[src/pol_seq_consts.svh]
// Purpose: constants of the rail sequencing control
// Assumes: clk_sys at 200 MHz
// Notes: times in their own unit, counts derived
`ifndef POL_SEQ_CONSTS_SVH
`define POL_SEQ_CONSTS_SVH
`define CLK_KHZ 200000
`define MS_US 1000
`define CLK_MHZ 200
`define MS_CYCLES_DEF (`MS_US * `CLK_MHZ)
`define TON_DELAY_DEF 8'h0A
`define TON_RISE_DEF 8'h0A
`define TOFF_DELAY_DEF 8'h0A
`define TOFF_FALL_DEF 8'h0A
`define POLL_MS_DEF 8'h0A
`define FREQ_DEF 10'h1C2
`define FREQ_550 10'h226
`define FREQ_650 10'h28A
`define FREQ_750 10'h2EE
`define FREQ_900 10'h384
`define BAND1_TOP 10'h1F4
`define BAND2_TOP 10'h258
`define BAND3_TOP 10'h2BC
`define BAND4_TOP 10'h334
`define FULL_TURN 9'h168
`endif

[src/pol_seq_pkg.sv]
// Purpose: types of the rail sequencing control
// Assumes: constants come from pol_seq_consts.svh
// Notes: state of the top is one packed struct
package pol_seq_pkg;
  typedef enum logic [2:0] {
    SEQ_OFF, SEQ_TON_DLY, SEQ_RISE, SEQ_ON, SEQ_TOFF_DLY, SEQ_FALL
  } seq_e;
  typedef enum logic [1:0] {SYNC_INTERNAL, SYNC_INPUT, SYNC_OUTPUT} sync_e;
  typedef struct packed {
    logic [7:0] ton_delay;
    logic [7:0] ton_rise;
    logic [7:0] toff_delay;
    logic [7:0] toff_fall;
    logic soft_stop;
    logic [9:0] freq_req;
    sync_e sync_mode;
    logic [2:0] phase_sel;
    logic ocl_ovr_en;
    logic [7:0] ocl_ovr;
  } cfg_s;
  typedef struct packed {
    seq_e seq;
    logic [17:0] ms_div;
    logic [7:0] tcnt;
    cfg_s cfg;
    logic [9:0] freq_eff;
    logic [9:0] per;
    logic [9:0] sw_cnt;
    logic [9:0] phase_off;
    logic [8:0] phase_deg;
    logic sync_prev;
    logic sync_out;
    logic sync_oe;
    logic sw_pulse;
    logic ready;
    logic run;
    logic sr_on;
    logic ramp_up;
    logic ramp_dn;
    logic [7:0] ocl;
    logic [7:0] ocl_strap;
    logic init;
    logic stack_lock;
    logic leader;
    logic follower;
    logic [1:0] units_m1;
    logic [1:0] order;
    logic relay;
    logic poll;
    logic [7:0] poll_cnt;
  } st_s;
endpackage : pol_seq_pkg

[src/pol_rail_seq_ctrl.sv]
// Purpose: sequencing, power-good, frequency, sync and phase control
// Assumes: all inputs synchronous to clk_sys; straps steady at reset
// Notes: loop, current sharing and bus protocol live elsewhere
`timescale 1ns/100ps
`include "pol_seq_consts.svh"
// Contract
// - command or stored setting overrides strapped overcurrent limit
// - power-good high only when regulated output is ready
// - power-good low whenever anything keeps the module stopped
// - switching frequency is 450 kHz after reset until changed
// - requests up to 1000 kHz accepted; only five effective values
// - 411-500 gives 450, 501-600 gives 550, 601-700 gives 650
// - 701-820 gives 750, 821-1000 gives 900
// - sync pin configurable as clock output or following input
// - default runs on internal clock, ignoring the sync pin
// - phase offset applies only when running from common sync
// - standalone phase selectable 0, 90, 120, 180, 240, 270 degrees
// - stacked unit holds fixed phase, configuration cannot change it
// - on enable wait turn-on delay, then ramp over rise time
// - soft-stop: wait turn-off delay, then ramp down over fall time
// - defaults are 10 ms turn-on delay and 10 ms rise
// - soft-stop off by default; disable stops regulation at once
// - soft-stop and all four times set by configuration write
// - rectifiers never sink from pre-bias at start, stop or fault
// - stack of at most four units sharing current equally
// - leader relays setting changes and polls followers periodically
// - stack phase is 360 over unit count times order position
module pol_rail_seq_ctrl #(
  parameter int MS_CYCLES = `MS_CYCLES_DEF
) (
  // clock and reset
  input wire logic clk_sys,
  input wire logic reset,
  // configuration writes
  input wire logic cfg_wr,
  input wire pol_seq_pkg::cfg_s cfg_in,
  // straps
  input wire logic [7:0] ocl_strap_in,
  input wire logic follower_strap,
  input wire logic [1:0] stack_units_m1,
  input wire logic [1:0] stack_order,
  // control and events
  input wire logic rail_enable,
  input wire logic fault,
  input wire logic sync_in,
  // status
  output logic rail_ready_out_o,
  output logic rail_ready_out_oe,
  output logic sync_out,
  output logic sync_oe,
  output logic sw_pulse,
  output logic regulating,
  output logic ramping_up,
  output logic ramping_down,
  output logic rectifier_enable,
  output logic [9:0] freq_eff,
  output logic [8:0] phase_deg,
  output logic [7:0] ocl_limit,
  output logic relay_req,
  output logic poll_req
);
  pol_seq_pkg::st_s st_ff;
  pol_seq_pkg::st_s nxt_st;
  logic tick;
  logic [18:0] prod;

  function automatic logic [9:0] band_freq(input logic [9:0] req);
    if (req <= `BAND1_TOP) band_freq = `FREQ_DEF;
    else if (req <= `BAND2_TOP) band_freq = `FREQ_550;
    else if (req <= `BAND3_TOP) band_freq = `FREQ_650;
    else if (req <= `BAND4_TOP) band_freq = `FREQ_750;
    else band_freq = `FREQ_900;
  endfunction : band_freq

  function automatic logic [9:0] period_of(input logic [9:0] f);
    period_of = 10'(`CLK_KHZ / int'(f));
  endfunction : period_of

  function automatic logic [8:0] sel_deg(input logic [2:0] s);
    case (s)
      3'h1: sel_deg = 9'h05A;
      3'h2: sel_deg = 9'h078;
      3'h3: sel_deg = 9'h0B4;
      3'h4: sel_deg = 9'h0F0;
      3'h5: sel_deg = 9'h10E;
      default: sel_deg = 9'h000;
    endcase
  endfunction : sel_deg

  assign tick = (st_ff.ms_div == 18'(MS_CYCLES - 1));
  assign prod = 19'(st_ff.per) * 19'(st_ff.phase_deg);

  always_comb
  begin
    nxt_st = st_ff;
    nxt_st.relay = 1'b0;
    nxt_st.poll = 1'b0;
    nxt_st.sw_pulse = 1'b0;
    nxt_st.ms_div = tick ? 18'h00000 : st_ff.ms_div + 18'h00001;
    if (!st_ff.init)
    begin
      nxt_st.init = 1'b1;
      nxt_st.ocl_strap = ocl_strap_in;
      nxt_st.follower = follower_strap;
      nxt_st.units_m1 = stack_units_m1;
      nxt_st.order = follower_strap ? stack_order : 2'h0;
      nxt_st.stack_lock = follower_strap || (stack_units_m1 != 2'h0);
      nxt_st.leader = !follower_strap && (stack_units_m1 != 2'h0);
    end
    if (cfg_wr)
    begin
      nxt_st.cfg = cfg_in;
      nxt_st.freq_eff = band_freq(cfg_in.freq_req);
      nxt_st.relay = st_ff.leader;
    end
    nxt_st.per = period_of(st_ff.freq_eff);
    nxt_st.ocl = st_ff.cfg.ocl_ovr_en ? st_ff.cfg.ocl_ovr : st_ff.ocl_strap;
    // phase position
    if (st_ff.stack_lock)
      nxt_st.phase_deg = 9'((`FULL_TURN / (st_ff.units_m1 + 9'h001))
                            * st_ff.order);
    else
      nxt_st.phase_deg = sel_deg(st_ff.cfg.phase_sel);
    if (st_ff.cfg.sync_mode == pol_seq_pkg::SYNC_INTERNAL && !st_ff.follower)
      nxt_st.phase_off = 10'h000;
    else
      nxt_st.phase_off = 10'(prod / 19'(`FULL_TURN));
    // switching clock: internal count, restarted by sync edge in input mode
    nxt_st.sync_prev = sync_in;
    if ((st_ff.cfg.sync_mode == pol_seq_pkg::SYNC_INPUT || st_ff.follower)
        && sync_in && !st_ff.sync_prev)
      nxt_st.sw_cnt = 10'h000;
    else if (st_ff.sw_cnt >= st_ff.per - 10'h001)
      nxt_st.sw_cnt = 10'h000;
    else
      nxt_st.sw_cnt = st_ff.sw_cnt + 10'h001;
    nxt_st.sw_pulse = (st_ff.sw_cnt == st_ff.phase_off);
    nxt_st.sync_oe = (st_ff.cfg.sync_mode == pol_seq_pkg::SYNC_OUTPUT)
                     && !st_ff.follower;
    nxt_st.sync_out = nxt_st.sync_oe && (st_ff.sw_cnt < (st_ff.per >> 1));
    // leader poll timer
    if (st_ff.leader && tick)
    begin
      if (st_ff.poll_cnt >= `POLL_MS_DEF - 8'h01)
      begin
        nxt_st.poll_cnt = 8'h00;
        nxt_st.poll = 1'b1;
      end
      else
        nxt_st.poll_cnt = st_ff.poll_cnt + 8'h01;
    end
    // sequencer
    if (tick)
      nxt_st.tcnt = st_ff.tcnt + 8'h01;
    case (st_ff.seq)
      pol_seq_pkg::SEQ_OFF:
        if (rail_enable && !fault)
        begin
          nxt_st.seq = pol_seq_pkg::SEQ_TON_DLY;
          nxt_st.tcnt = 8'h00;
        end
      pol_seq_pkg::SEQ_TON_DLY:
        if (!rail_enable)
          nxt_st.seq = pol_seq_pkg::SEQ_OFF;
        else if (st_ff.tcnt >= st_ff.cfg.ton_delay)
        begin
          nxt_st.seq = pol_seq_pkg::SEQ_RISE;
          nxt_st.tcnt = 8'h00;
        end
      pol_seq_pkg::SEQ_RISE:
        if (!rail_enable)
          nxt_st.seq = pol_seq_pkg::SEQ_OFF;
        else if (st_ff.tcnt >= st_ff.cfg.ton_rise)
          nxt_st.seq = pol_seq_pkg::SEQ_ON;
      pol_seq_pkg::SEQ_ON:
        if (!rail_enable)
        begin
          nxt_st.tcnt = 8'h00;
          nxt_st.seq = st_ff.cfg.soft_stop ? pol_seq_pkg::SEQ_TOFF_DLY
                                           : pol_seq_pkg::SEQ_OFF;
        end
      pol_seq_pkg::SEQ_TOFF_DLY:
        if (st_ff.tcnt >= st_ff.cfg.toff_delay)
        begin
          nxt_st.seq = pol_seq_pkg::SEQ_FALL;
          nxt_st.tcnt = 8'h00;
        end
      pol_seq_pkg::SEQ_FALL:
        if (st_ff.tcnt >= st_ff.cfg.toff_fall)
          nxt_st.seq = pol_seq_pkg::SEQ_OFF;
      default:
        nxt_st.seq = pol_seq_pkg::SEQ_OFF;
    endcase
    if (fault)
      nxt_st.seq = pol_seq_pkg::SEQ_OFF;
    nxt_st.ready = (nxt_st.seq == pol_seq_pkg::SEQ_ON);
    nxt_st.run = (nxt_st.seq != pol_seq_pkg::SEQ_OFF)
                 && (nxt_st.seq != pol_seq_pkg::SEQ_TON_DLY);
    nxt_st.ramp_up = (nxt_st.seq == pol_seq_pkg::SEQ_RISE);
    nxt_st.ramp_dn = (nxt_st.seq == pol_seq_pkg::SEQ_FALL);
    nxt_st.sr_on = (nxt_st.seq == pol_seq_pkg::SEQ_ON);
  end

  always_ff @(posedge clk_sys or posedge reset)
  begin
    if (reset)
    begin
      st_ff <= '0;
      st_ff.cfg.ton_delay <= `TON_DELAY_DEF;
      st_ff.cfg.ton_rise <= `TON_RISE_DEF;
      st_ff.cfg.toff_delay <= `TOFF_DELAY_DEF;
      st_ff.cfg.toff_fall <= `TOFF_FALL_DEF;
      st_ff.cfg.freq_req <= `FREQ_DEF;
      st_ff.freq_eff <= `FREQ_DEF;
      st_ff.per <= 10'(`CLK_KHZ / int'(`FREQ_DEF));
    end
    else
      st_ff <= nxt_st;
  end

  assign rail_ready_out_o = 1'b0;
  assign rail_ready_out_oe = !st_ff.ready;
  assign sync_out = st_ff.sync_out;
  assign sync_oe = st_ff.sync_oe;
  assign sw_pulse = st_ff.sw_pulse;
  assign regulating = st_ff.run;
  assign ramping_up = st_ff.ramp_up;
  assign ramping_down = st_ff.ramp_dn;
  assign rectifier_enable = st_ff.sr_on;
  assign freq_eff = st_ff.freq_eff;
  assign phase_deg = st_ff.phase_deg;
  assign ocl_limit = st_ff.ocl;
  assign relay_req = st_ff.relay;
  assign poll_req = st_ff.poll;
endmodule : pol_rail_seq_ctrl

[config.mk]
export PLATFORM = sky130hd
export DESIGN_NAME = pol_rail_seq_ctrl
export DESIGN_NICKNAME = d
export VERILOG_FILES = /design/src/pol_seq_pkg.sv /design/src/pol_rail_seq_ctrl.sv
export VERILOG_INCLUDE_DIRS = /design/src /design/src/src
export SDC_FILE = /design/constraint.sdc
export NUM_CORES = 1
export LEC_CHECK = 0
export BUFFER_PORTS_ARGS = -buffer_cell sky130_fd_sc_hd__clkbuf_2
export CORE_MARGIN = 2
export CORE_UTILIZATION = 30
export DETAILED_ROUTE_END_ITERATION = 16
export PLACE_DENSITY = 0.48
export SYNTH_ARGS = -nofsm -noshare
export SYNTH_HDL_FRONTEND = slang
export SYNTH_SLANG_ARGS = --single-unit
[constraint.sdc]
create_clock -name clk_sys -period 107.1 [get_ports clk_sys]
set_input_delay 16.065 -clock clk_sys [delete_from_list [all_inputs] [get_ports clk_sys]]
set_output_delay 16.065 -clock clk_sys [all_outputs]
set_load 0.03 [all_outputs]
## Yosys cells after proc, flatten, opt, wreduce, memory -nomap -nowiden

Index checks and enable logic that the tools add are counted.

- Bits in registers: 167
- Input port bits: 76
- Output and inout bits: 38
- Logic and storage cells: 130

- Add/subtract/negate cells: 6
- $mul: 2
- Div/mod/pow operators: 3
- Magnitude comparators: 11
- Equal/unequal tests: 18
- Multiplexer cells: 34
- Reductions and logical operators: 20

Operators with widths:

| cell | count |
|---|---|
| $mux W8 | 8 |
| $mux W9 | 5 |
| $pmux W9 S5 | 1 |
| $mux W10 | 4 |
| $div A19 B11 Y32 const A | 1 |
| $ge A8 B8 Y1 | 4 |
| $pmux W8 S4 | 1 |
| $le A10 B10 Y1 const B | 3 |
| $mux W3 | 10 |
| $div A19 B9 Y19 const B | 1 |
| $mul A10 B9 Y19 | 1 |
| $add A18 B1 Y18 const B | 1 |
| $eq A18 B18 Y1 const B | 1 |
| $eq A3 B2 Y1 const B | 6 |
| $mux W18 | 1 |
| $pmux W3 S6 | 1 |
| $add A8 B1 Y8 const B | 2 |
| $eq A3 B3 Y1 const B | 5 |
| $add A10 B1 Y10 const B | 1 |
| $eq A10 B10 Y1 | 1 |
| $ge A10 B10 Y1 | 1 |
| $le A10 B9 Y1 const B | 1 |
| $lt A10 B9 Y1 | 1 |
| $sub A10 B1 Y10 const B | 1 |
| 17 further kinds | 32 |

## Logic depth before layout (Yosys ltp)

Gate-level depths: netlist of run 1.

- Depth after elaboration: 7
- Gate-level depth with buffers: 343
- Mapped depth without buffers: 311

## Worst setup path after synthesis of run 1

No wires, ideal clock.

- Path type: register -> register
- From: register freq_eff[2] (netlist name)
- To: register st_ff[72] (netlist bit)
- Setup time: 0.141 ns
- Data arrival time: 60.494 ns
- Data required time: 106.959 ns
- Path slack: 46.466 ns
- Cell stages (with the launch flop): 319
- Buffers on the path: 32
- Clock period less this slack: 60.634 ns
- Cells stage by stage: dfrtp_1 > buf_2 > inv_1 > clkbuf_1 > ha_1 > nor2b_1 > o21a_1 > o31ai_1 > o211a_1 > o21a_1 > inv_1 > ha_1 > o21a_1 > or3_1 > buf_1 > o31ai_1 > o21a_1 > inv_1 > (+283 left out) > a21oi_1 > a21oi_1 > o21a_1 > o21a_1 > o21a_1 > o21a_2 > nor3_4 > inv_2 > mux2_1 > ha_1 > a21o_1 > a21o_1 > a2111oi_0 > o2111ai_1 > a221o_1 > a2111oi_2 > o2111a_1 > o2111ai_1

RTL lines:

| item | line | RTL |
|---|---|---|
| end signal, assigned | pol_rail_seq_ctrl.sv:218 | `st_ff <= nxt_st;` |
| end, declared | pol_rail_seq_ctrl.sv:62 | `pol_seq_pkg::st_s st_ff;` |

==> results by group, run 1 <==
Outcome
  – Status: completed

Final layout
  – Commonest non-fill, non-tap cells in the layout: nand2_1, nor2_1, ha_1
  – Finished layout cell area: 36700 sq um
  – Non-filler cells, final: around 6100
  – Area of the multi-input gates: 28200 sq um
  – # nets final: 5028
  – Layout area overhead: 7.37%
  – Register area: 4160 sq um
  – Commonest non-fill, non-tap cell in the layout: nand2_1
  – Layout cell share with drive strength beyond 1: 0.0971
  – # diodes: 0
  – # fillers: 12000

Die
  – Initial Utilization: 0.303
  – Die ar.: 117000 sq um
  – Placement Rows: 123
  – Die X: 342 um
  – Die H: 342 um
  – # IOs: 114
  – Total core area: 113000 sq um

Synth
  – Fraction of registers with async set/reset: 1.00
  – Area of the mapped netlist: ~34000 sq um
  – Synth top area cells: dfrtp_1, ha_1, xnor2_1, nand2_1, nor2_1
  – Ys Warns: 0
  – Synthesized flop and latch total: 165
  – Cells after Synth: ~4600
  – Register area share after synthesis: 0.121
  – Syn Area/Cell: 7.42 sq um
  – Dominant synthesized flop cell: dfrtp_1
  – EDFF count, synth: 0
  – Synth top area share: 0.108
  – Cell variety after synth: 140
  – Area leader, netlist: dfrtp_1

STA
  – Fin Setup TNS: 0 ns
  – Worst rel slew slack: 0.194
  – Slew Limit Fails: 0
  – Clk_skew: approximately 0.019 ns
  – Slew of the pin with the lowest slew margin: between 1 and 1.5 ns
  – Hold WS: 0.474 ns
  – F_max: 13.9 MHz
  – RSZ-0062 raised after global routing: false
  – Fin. Hold Viols: 0
  – Final Cycle Share: 0.670
  – Post-route minimum period: 71.80 ns
  – Finish-stage setup viols: 0

Detailed routing
  – Routed vias: 34200
  – Routed wire length: 115000 um
  – Initial drt markers: 2593
  – Final ANT Viol Nets: 0
  – Vias per Instance: roughly 5.6
  – WL/cell: 18.8 um
  – Router iterations before antenna repair: 6
  – # DRC: 0

Clock network
  – Clock Tree Buf Depth: 2
  – Cts bufs inserted: 17
  – H-tree levels: 4
  – Clock Pin Slew Worst Setup and Hold Paths: around 0.090 ns
  – CTS sink count: 165
  – Skew-Pair Late Insertion Delay: 0.49 ns
  – TritonCTS clock tree: built
  – Postcts setup bufs: 0
  – Clock root cell: clkbuf_16
  – CTS resizes: 0
  – Hold buffers post-CTS: 0

Placement
  – Port Buffers: 110
  – DP Area: about 36000 sq um
  – Dpl hpwl: 91100 um
  – Placed Instances: 6084
  – RePlAce Congestion: 0.919

Worst setup path
  – Critical path class: reg2reg
  – Critical path peak fanout: 21
  – CP max-delay cell: or4_1
  – Most frequent CP cell: ha_1
  – Setup crit end kind: flip-flop
  – Biggest cell delay along the critical path: ~0.84 ns
  – Reg2reg start: freq_eff[3]
  – CP startpoint kind: flip-flop
  – Critical Path AT: between 70 and 80 ns
  – Setup crit start: freq_eff[3]
  – Required time of the critical path: 107.46 ns

Worst hold path
  – Hold WC Path Type: reg2reg
  – HP Start: st_ff[161]

Global route
  – GRT Total Usage: 0.191
  – Congestion Overflow GR: 0
  – Largest net degree at the start of global routing: 110
  – Number of global-route vias before repair: 32500
  – Initial antenna violation count: 2
  – Global-route wire length before repair: 183000 um

Run
  – Max cap viols: 0
## layer usage
metal | share of wire | vias up | GRT usage | wire length [um]
li1 | - | 16900 | - | -
met1 | 0.49 | 16300 | 0.272 | 56000
met3 | 0.042 | 136 | 0.0197 | 4790
met4 | 0.017 | 2 | 0.0391 | 1980
met5 | 0.000096 | - | 0 | 11
met2 | 0.45 | 838 | 0.312 | 51900
## flip-flops by register name, summed over array words and instances, names as in the netlist
register and flops:
phase_deg 9, st_ff 131, freq_eff 8, ramping_down 1, sync_out 1, ocl_limit 8
ramping_up 1, regulating 1, sync_oe 1, poll_req 1, relay_req 1, rectifier_enable 1
sw_pulse 1
## synthesized netlist by cell type (60+ instances only)
cell type  count
o21ai_0      266
ha_1         291
inv_1        266
nor2_1       431
xor2_1       106
a21o_1       103
nor2b_1       69
mux2_2        78
clkbuf_1     104
nand2_1      452
dfrtp_1      147
and3_1        60
a31oi_1       65
nor3_1       111
mux2i_1       69
a21oi_1      290
nand3_1      126
o21a_1        63
nand2b_1      79
and2_1        85
xnor2_1      234
## cell type report
cell class	instances	share of cell area
flip-flops and latches	165	0.113
inverters	274	0.0282
clock buffers	17	0.0116
multi-input cells	3997	0.768
clock inverters	15	0.00487
repair buffers	148	0.0228
well taps	1500	0.0511
## metrics by stage
| step | util | worst slack [ns] |
|---|---|---|
| 2_1_floorplan | - | 46.47 |
| 3_3_place_gp | 0.320 | 37.57 |
| 3_5_place_dp | 0.320 | 36.31 |
| 4_1_cts | 0.325 | 36.11 |
| 5_1_grt | 0.325 | 29.18 |
| 6_report | 0.325 | 35.30 |
## path summary, 6_finish.rpt
path	slack [ns]	end	depth (start not counted)
setup reg to reg	35.30	st_ff[72]	275
min in group asynchronous	15.74	st_ff[146]	2
max in group asynchronous	90.03	st_ff[161]	3
hold reg to reg	0.47	st_ff[161]	1
hold / removal	0.47	st_ff[161]	1
setup / recovery	35.30	st_ff[72]	275
## critical path: cells and delay by family (launching register included)
kind | cells | cell delay [ns]
xor gates and xnor gates | 2 | 0.35
buffers and inverters | 21 | 4.35
muxes | 11 | 3.61
and+or+nand+nor | 102 | 26.94
adders and majority gates | 27 | 9.52
DFF | 1 | 0.40
AOI/OAI and AO/OA | 112 | 26.37
## cell families after synthesis
family / synth area share
DFF: 0.121
buffers and inverters: 0.0547
muxes: 0.0509
adders and majority gates: 0.141
other: 0.000220
AOI/OAI and AO/OA: 0.269
and+or+nand+nor: 0.276
xor gates and xnor gates: 0.0871
Power of run 1 is not shown: default switching activity piles up to over one toggle a cycle in this logic, so the estimate is an artifact.
==> inputs of run 2 (changes only) <==
ABC_AREA = 1   (was unset)
clock period = 75 ns   (was 107.1 ns; I/O delays follow)
==> run 2 against run 1 <==
First-iteration DRC count is 1.6% higher. Non-clock buffer count decreased by 19. Setup slack worse by 15 ns. Hold slack improved by 0.0057 ns. Maximum frequency is 32% higher. Wire length increased by 8.0%. Register-to-register slack got worse by 15 ns. Critical path type unchanged.
==> results by group, run 2 <==
Placement
  – Dpl hpwl: 101000 um (was 91100 um)
  – RePlAce Congestion: 0.908 (was 0.919)
  – Port Buffers: 110 (unchanged)

Global route
  – Largest net degree at the start of global routing: 109 (was 110)
  – Initial antenna violation count: 3 (was 2)
  – Congestion Overflow GR: 0 (unchanged)
  – Number of global-route vias before repair: 36600 (was 32500)
  – GRT Total Usage: 0.189 (was 0.191)
  – Global-route wire length before repair: 199000 um (was 183000 um)

Synth
  – Area of the mapped netlist: 38200 sq um (was 34200 sq um)
  – Area leader, netlist: nand2_1 (was dfrtp_1)
  – Cells after Synth: 6184 (was 4610)
  – Register area share after synthesis: 0.109 (was 0.121)
  – Post-synth top cells: nand2_1, inv_1, nor2_1, nand3_1, ha_1 (was nand2_1, nor2_1, ha_1, a21oi_1)
  – Synthesized flop and latch total: 165 (unchanged)
  – Fraction of registers with async set/reset: 1.00 (unchanged)
  – Cell variety after synth: 81 (was 140)
  – Syn Area/Cell: 6.18 sq um (was 7.42 sq um)
  – EDFF count, synth: 0 (unchanged)
  – Dominant synthesized flop cell: dfrtp_1 (unchanged)
  – Synth top area share: 0.163 (was 0.108)
  – Ys Warns: 0 (unchanged)
  – Synth top area cells: nand2_1, dfrtp_1, ha_1, inv_1, nor2_1 (was dfrtp_1, ha_1, xnor2_1, nand2_1, nor2_1)
  – Most numerous cell in the Yosys netlist: nand2_1 (unchanged)

Clock network
  – CTS sink count: 165 (unchanged)
  – Postcts setup bufs: 0 (unchanged)
  – Skew-Pair Late Insertion Delay: 0.53 ns (was 0.49 ns)
  – Clock root cell: clkbuf_16 (unchanged)
  – Clock Tree Buf Depth: 2 (unchanged)
  – Clock Pin Slew Worst Setup and Hold Paths: 0.10 ns (was 0.09 ns)
  – Cts bufs inserted: 17 (unchanged)
  – H-tree levels: 4 (unchanged)
  – Hold buffers post-CTS: 0 (unchanged)
  – CTS resizes: 0 (unchanged)
  – TritonCTS clock tree: built (unchanged)

Worst setup path
  – CP max-delay cell: dfstp_4 (was or4_1)
  – CP startpoint kind: flip-flop (unchanged)
  – Critical Path AT: 54.62 ns (was 72.15 ns)
  – Most frequent CP cell: nand2_2 (was ha_1)
  – Setup crit end kind: flip-flop (unchanged)
  – Biggest cell delay along the critical path: 1.03 ns (was 0.84 ns)
  – Worst R2R Path Depth: 329 (was 275)
  – Required time of the critical path: 75.41 ns (was 107.46 ns)
  – Critical path class: reg2reg (unchanged)
  – Critical path peak fanout: 47 (was 21)

Die
  – Die ar.: 130000 sq um (was 117000 sq um)
  – # IOs: 114 (unchanged)
  – Initial Utilization: 0.303 (about the same)
  – Die H: 361 um (was 342 um)
  – Placement Rows: 130 (was 123)
  – Die X: 361 um (was 342 um)
  – Total core area: 126000 sq um (was 113000 sq um)

Detailed routing
  – # DRC: 0 (unchanged)
  – WL/cell: 15.7 um (was 18.8 um)
  – Initial drt markers: 2635 (was 2593)
  – Routed vias: 38000 (was 34200)
  – Vias per Instance: 4.83 (was 5.59)
  – Final ANT Viol Nets: 0 (unchanged)
  – Router iterations before antenna repair: 6 (unchanged)
  – Routed wire length: 124000 um (was 115000 um)

STA
  – Fin. Hold Viols: 0 (unchanged)
  – Post-route minimum period: 54.22 ns (was 71.80 ns)
  – Fin Setup TNS: 0 ns (unchanged)
  – RSZ-0062 raised after global routing: false (unchanged)
  – Final Cycle Share: 0.723 (was 0.670)
  – Finish-stage setup viols: 0 (unchanged)
  – Clk_skew: 0.0312 ns (was 0.0192 ns)
  – F_max: 18.4 MHz (was 13.9 MHz)
  – Slew of the pin with the lowest slew margin: 0.996 ns (was 1.20 ns)
  – Worst rel slew slack: 0.327 (was 0.194)
  – Slew Limit Fails: 0 (unchanged)

Final layout
  – Commonest non-fill, non-tap cells in the layout: nand2_1, inv_1, nor2_1 (was nand2_1, nor2_1, ha_1)
  – Max reg flops: 131 (unchanged)
  – Largest Register: st_ff (unchanged)
  – Layout area overhead: 6.15% (was 7.37%)
  – # diodes: 0 (unchanged)
  – Layout cell share with drive strength beyond 1: 0.158 (was 0.0971)
  – Commonest non-fill, non-tap cell in the layout: nand2_1 (unchanged)
  – # fillers: 14100 (was 12000)
  – # nets final: 6639 (was 5028)

Run
  – Max cap viols: 0 (unchanged)

Outcome
  – Status: completed (unchanged)

Worst hold path
  – Hold-critical path depth: 2 (was 1)
  – Hold WC Path Type: reg2reg (unchanged)
## run 2: cell families (layout without fill, tap and decap cells)
family / Yosys count / count (layout) / share of synthesized area
buffers and inverters: 1168 / 1208 / 0.131
DFF: 165 / 165 / 0.109
xor gates and xnor gates: 256 / 256 / 0.0589
AOI/OAI and AO/OA: 620 / 620 / 0.0924
adders and majority gates: 349 / 349 / 0.126
and+or+nand+nor: 3624 / 3624 / 0.483
other: 2 / 5 / 0.000197
## run 2: routing by layer
layer	wire length (um)	GRT usage	vias to the layer above
li1	-	-	19700
met1	60100	0.256	17500
met2	57400	0.322	720
met3	4010	0.0160	119
met4	2400	0.0433	0
met5	0	0	-
## run 2: metrics by stage
stage | cells | hold slack (ns) | instance area, sq um | util | setup slack (ns)
final | 7877 | 0.479 | 40500 | 0.322 | 20.78
after detailed placement | 7845 | 0.460 | 39900 | 0.317 | 21.33
after global placement | 7845 | 0.457 | 39900 | 0.317 | 22.58
after global routing | 7877 | 0.502 | 40500 | 0.322 | 14.64
after CTS | 7877 | 0.479 | 40500 | 0.322 | 21.16
after floorplan | 6187 | 0.436 | 38200 | - | 30.49
## run 2: path summary, 6_finish.rpt
kind | start | end | slack (ns)
worst max-delay path | freq_eff[1] | st_ff[72] | 20.78
worst min-delay path | st_ff[93] | st_ff[93] | 0.48
worst max register to register | freq_eff[1] | st_ff[72] | 20.78
worst min register to register | st_ff[93] | st_ff[93] | 0.48
max in group asynchronous | reset | st_ff[64] | 62.75
min in group asynchronous | reset | st_ff[165] | 10.85
## run 2: critical path: cells and delay by family (launching register included)
family	cells	cell delay, ns
AOI/OAI and AO/OA	60	13.38
and+or+nand+nor	179	22.73
xor gates and xnor gates	1	0.32
DFF	1	1.03
adders and majority gates	29	9.88
buffers and inverters	60	6.64
## run 2: area by class of cell
cell class	instances	area, sq um	area share
clock buffer	18	439	0.0108
clock inverter	14	164	0.00404
inverter	1047	3960	0.0977
multi-input combinational	4854	29100	0.717
sequential	165	4160	0.103
tap	1650	2060	0.0509
timing repair buffer	129	696	0.0172
Power of run 2 is left out for the same reason.
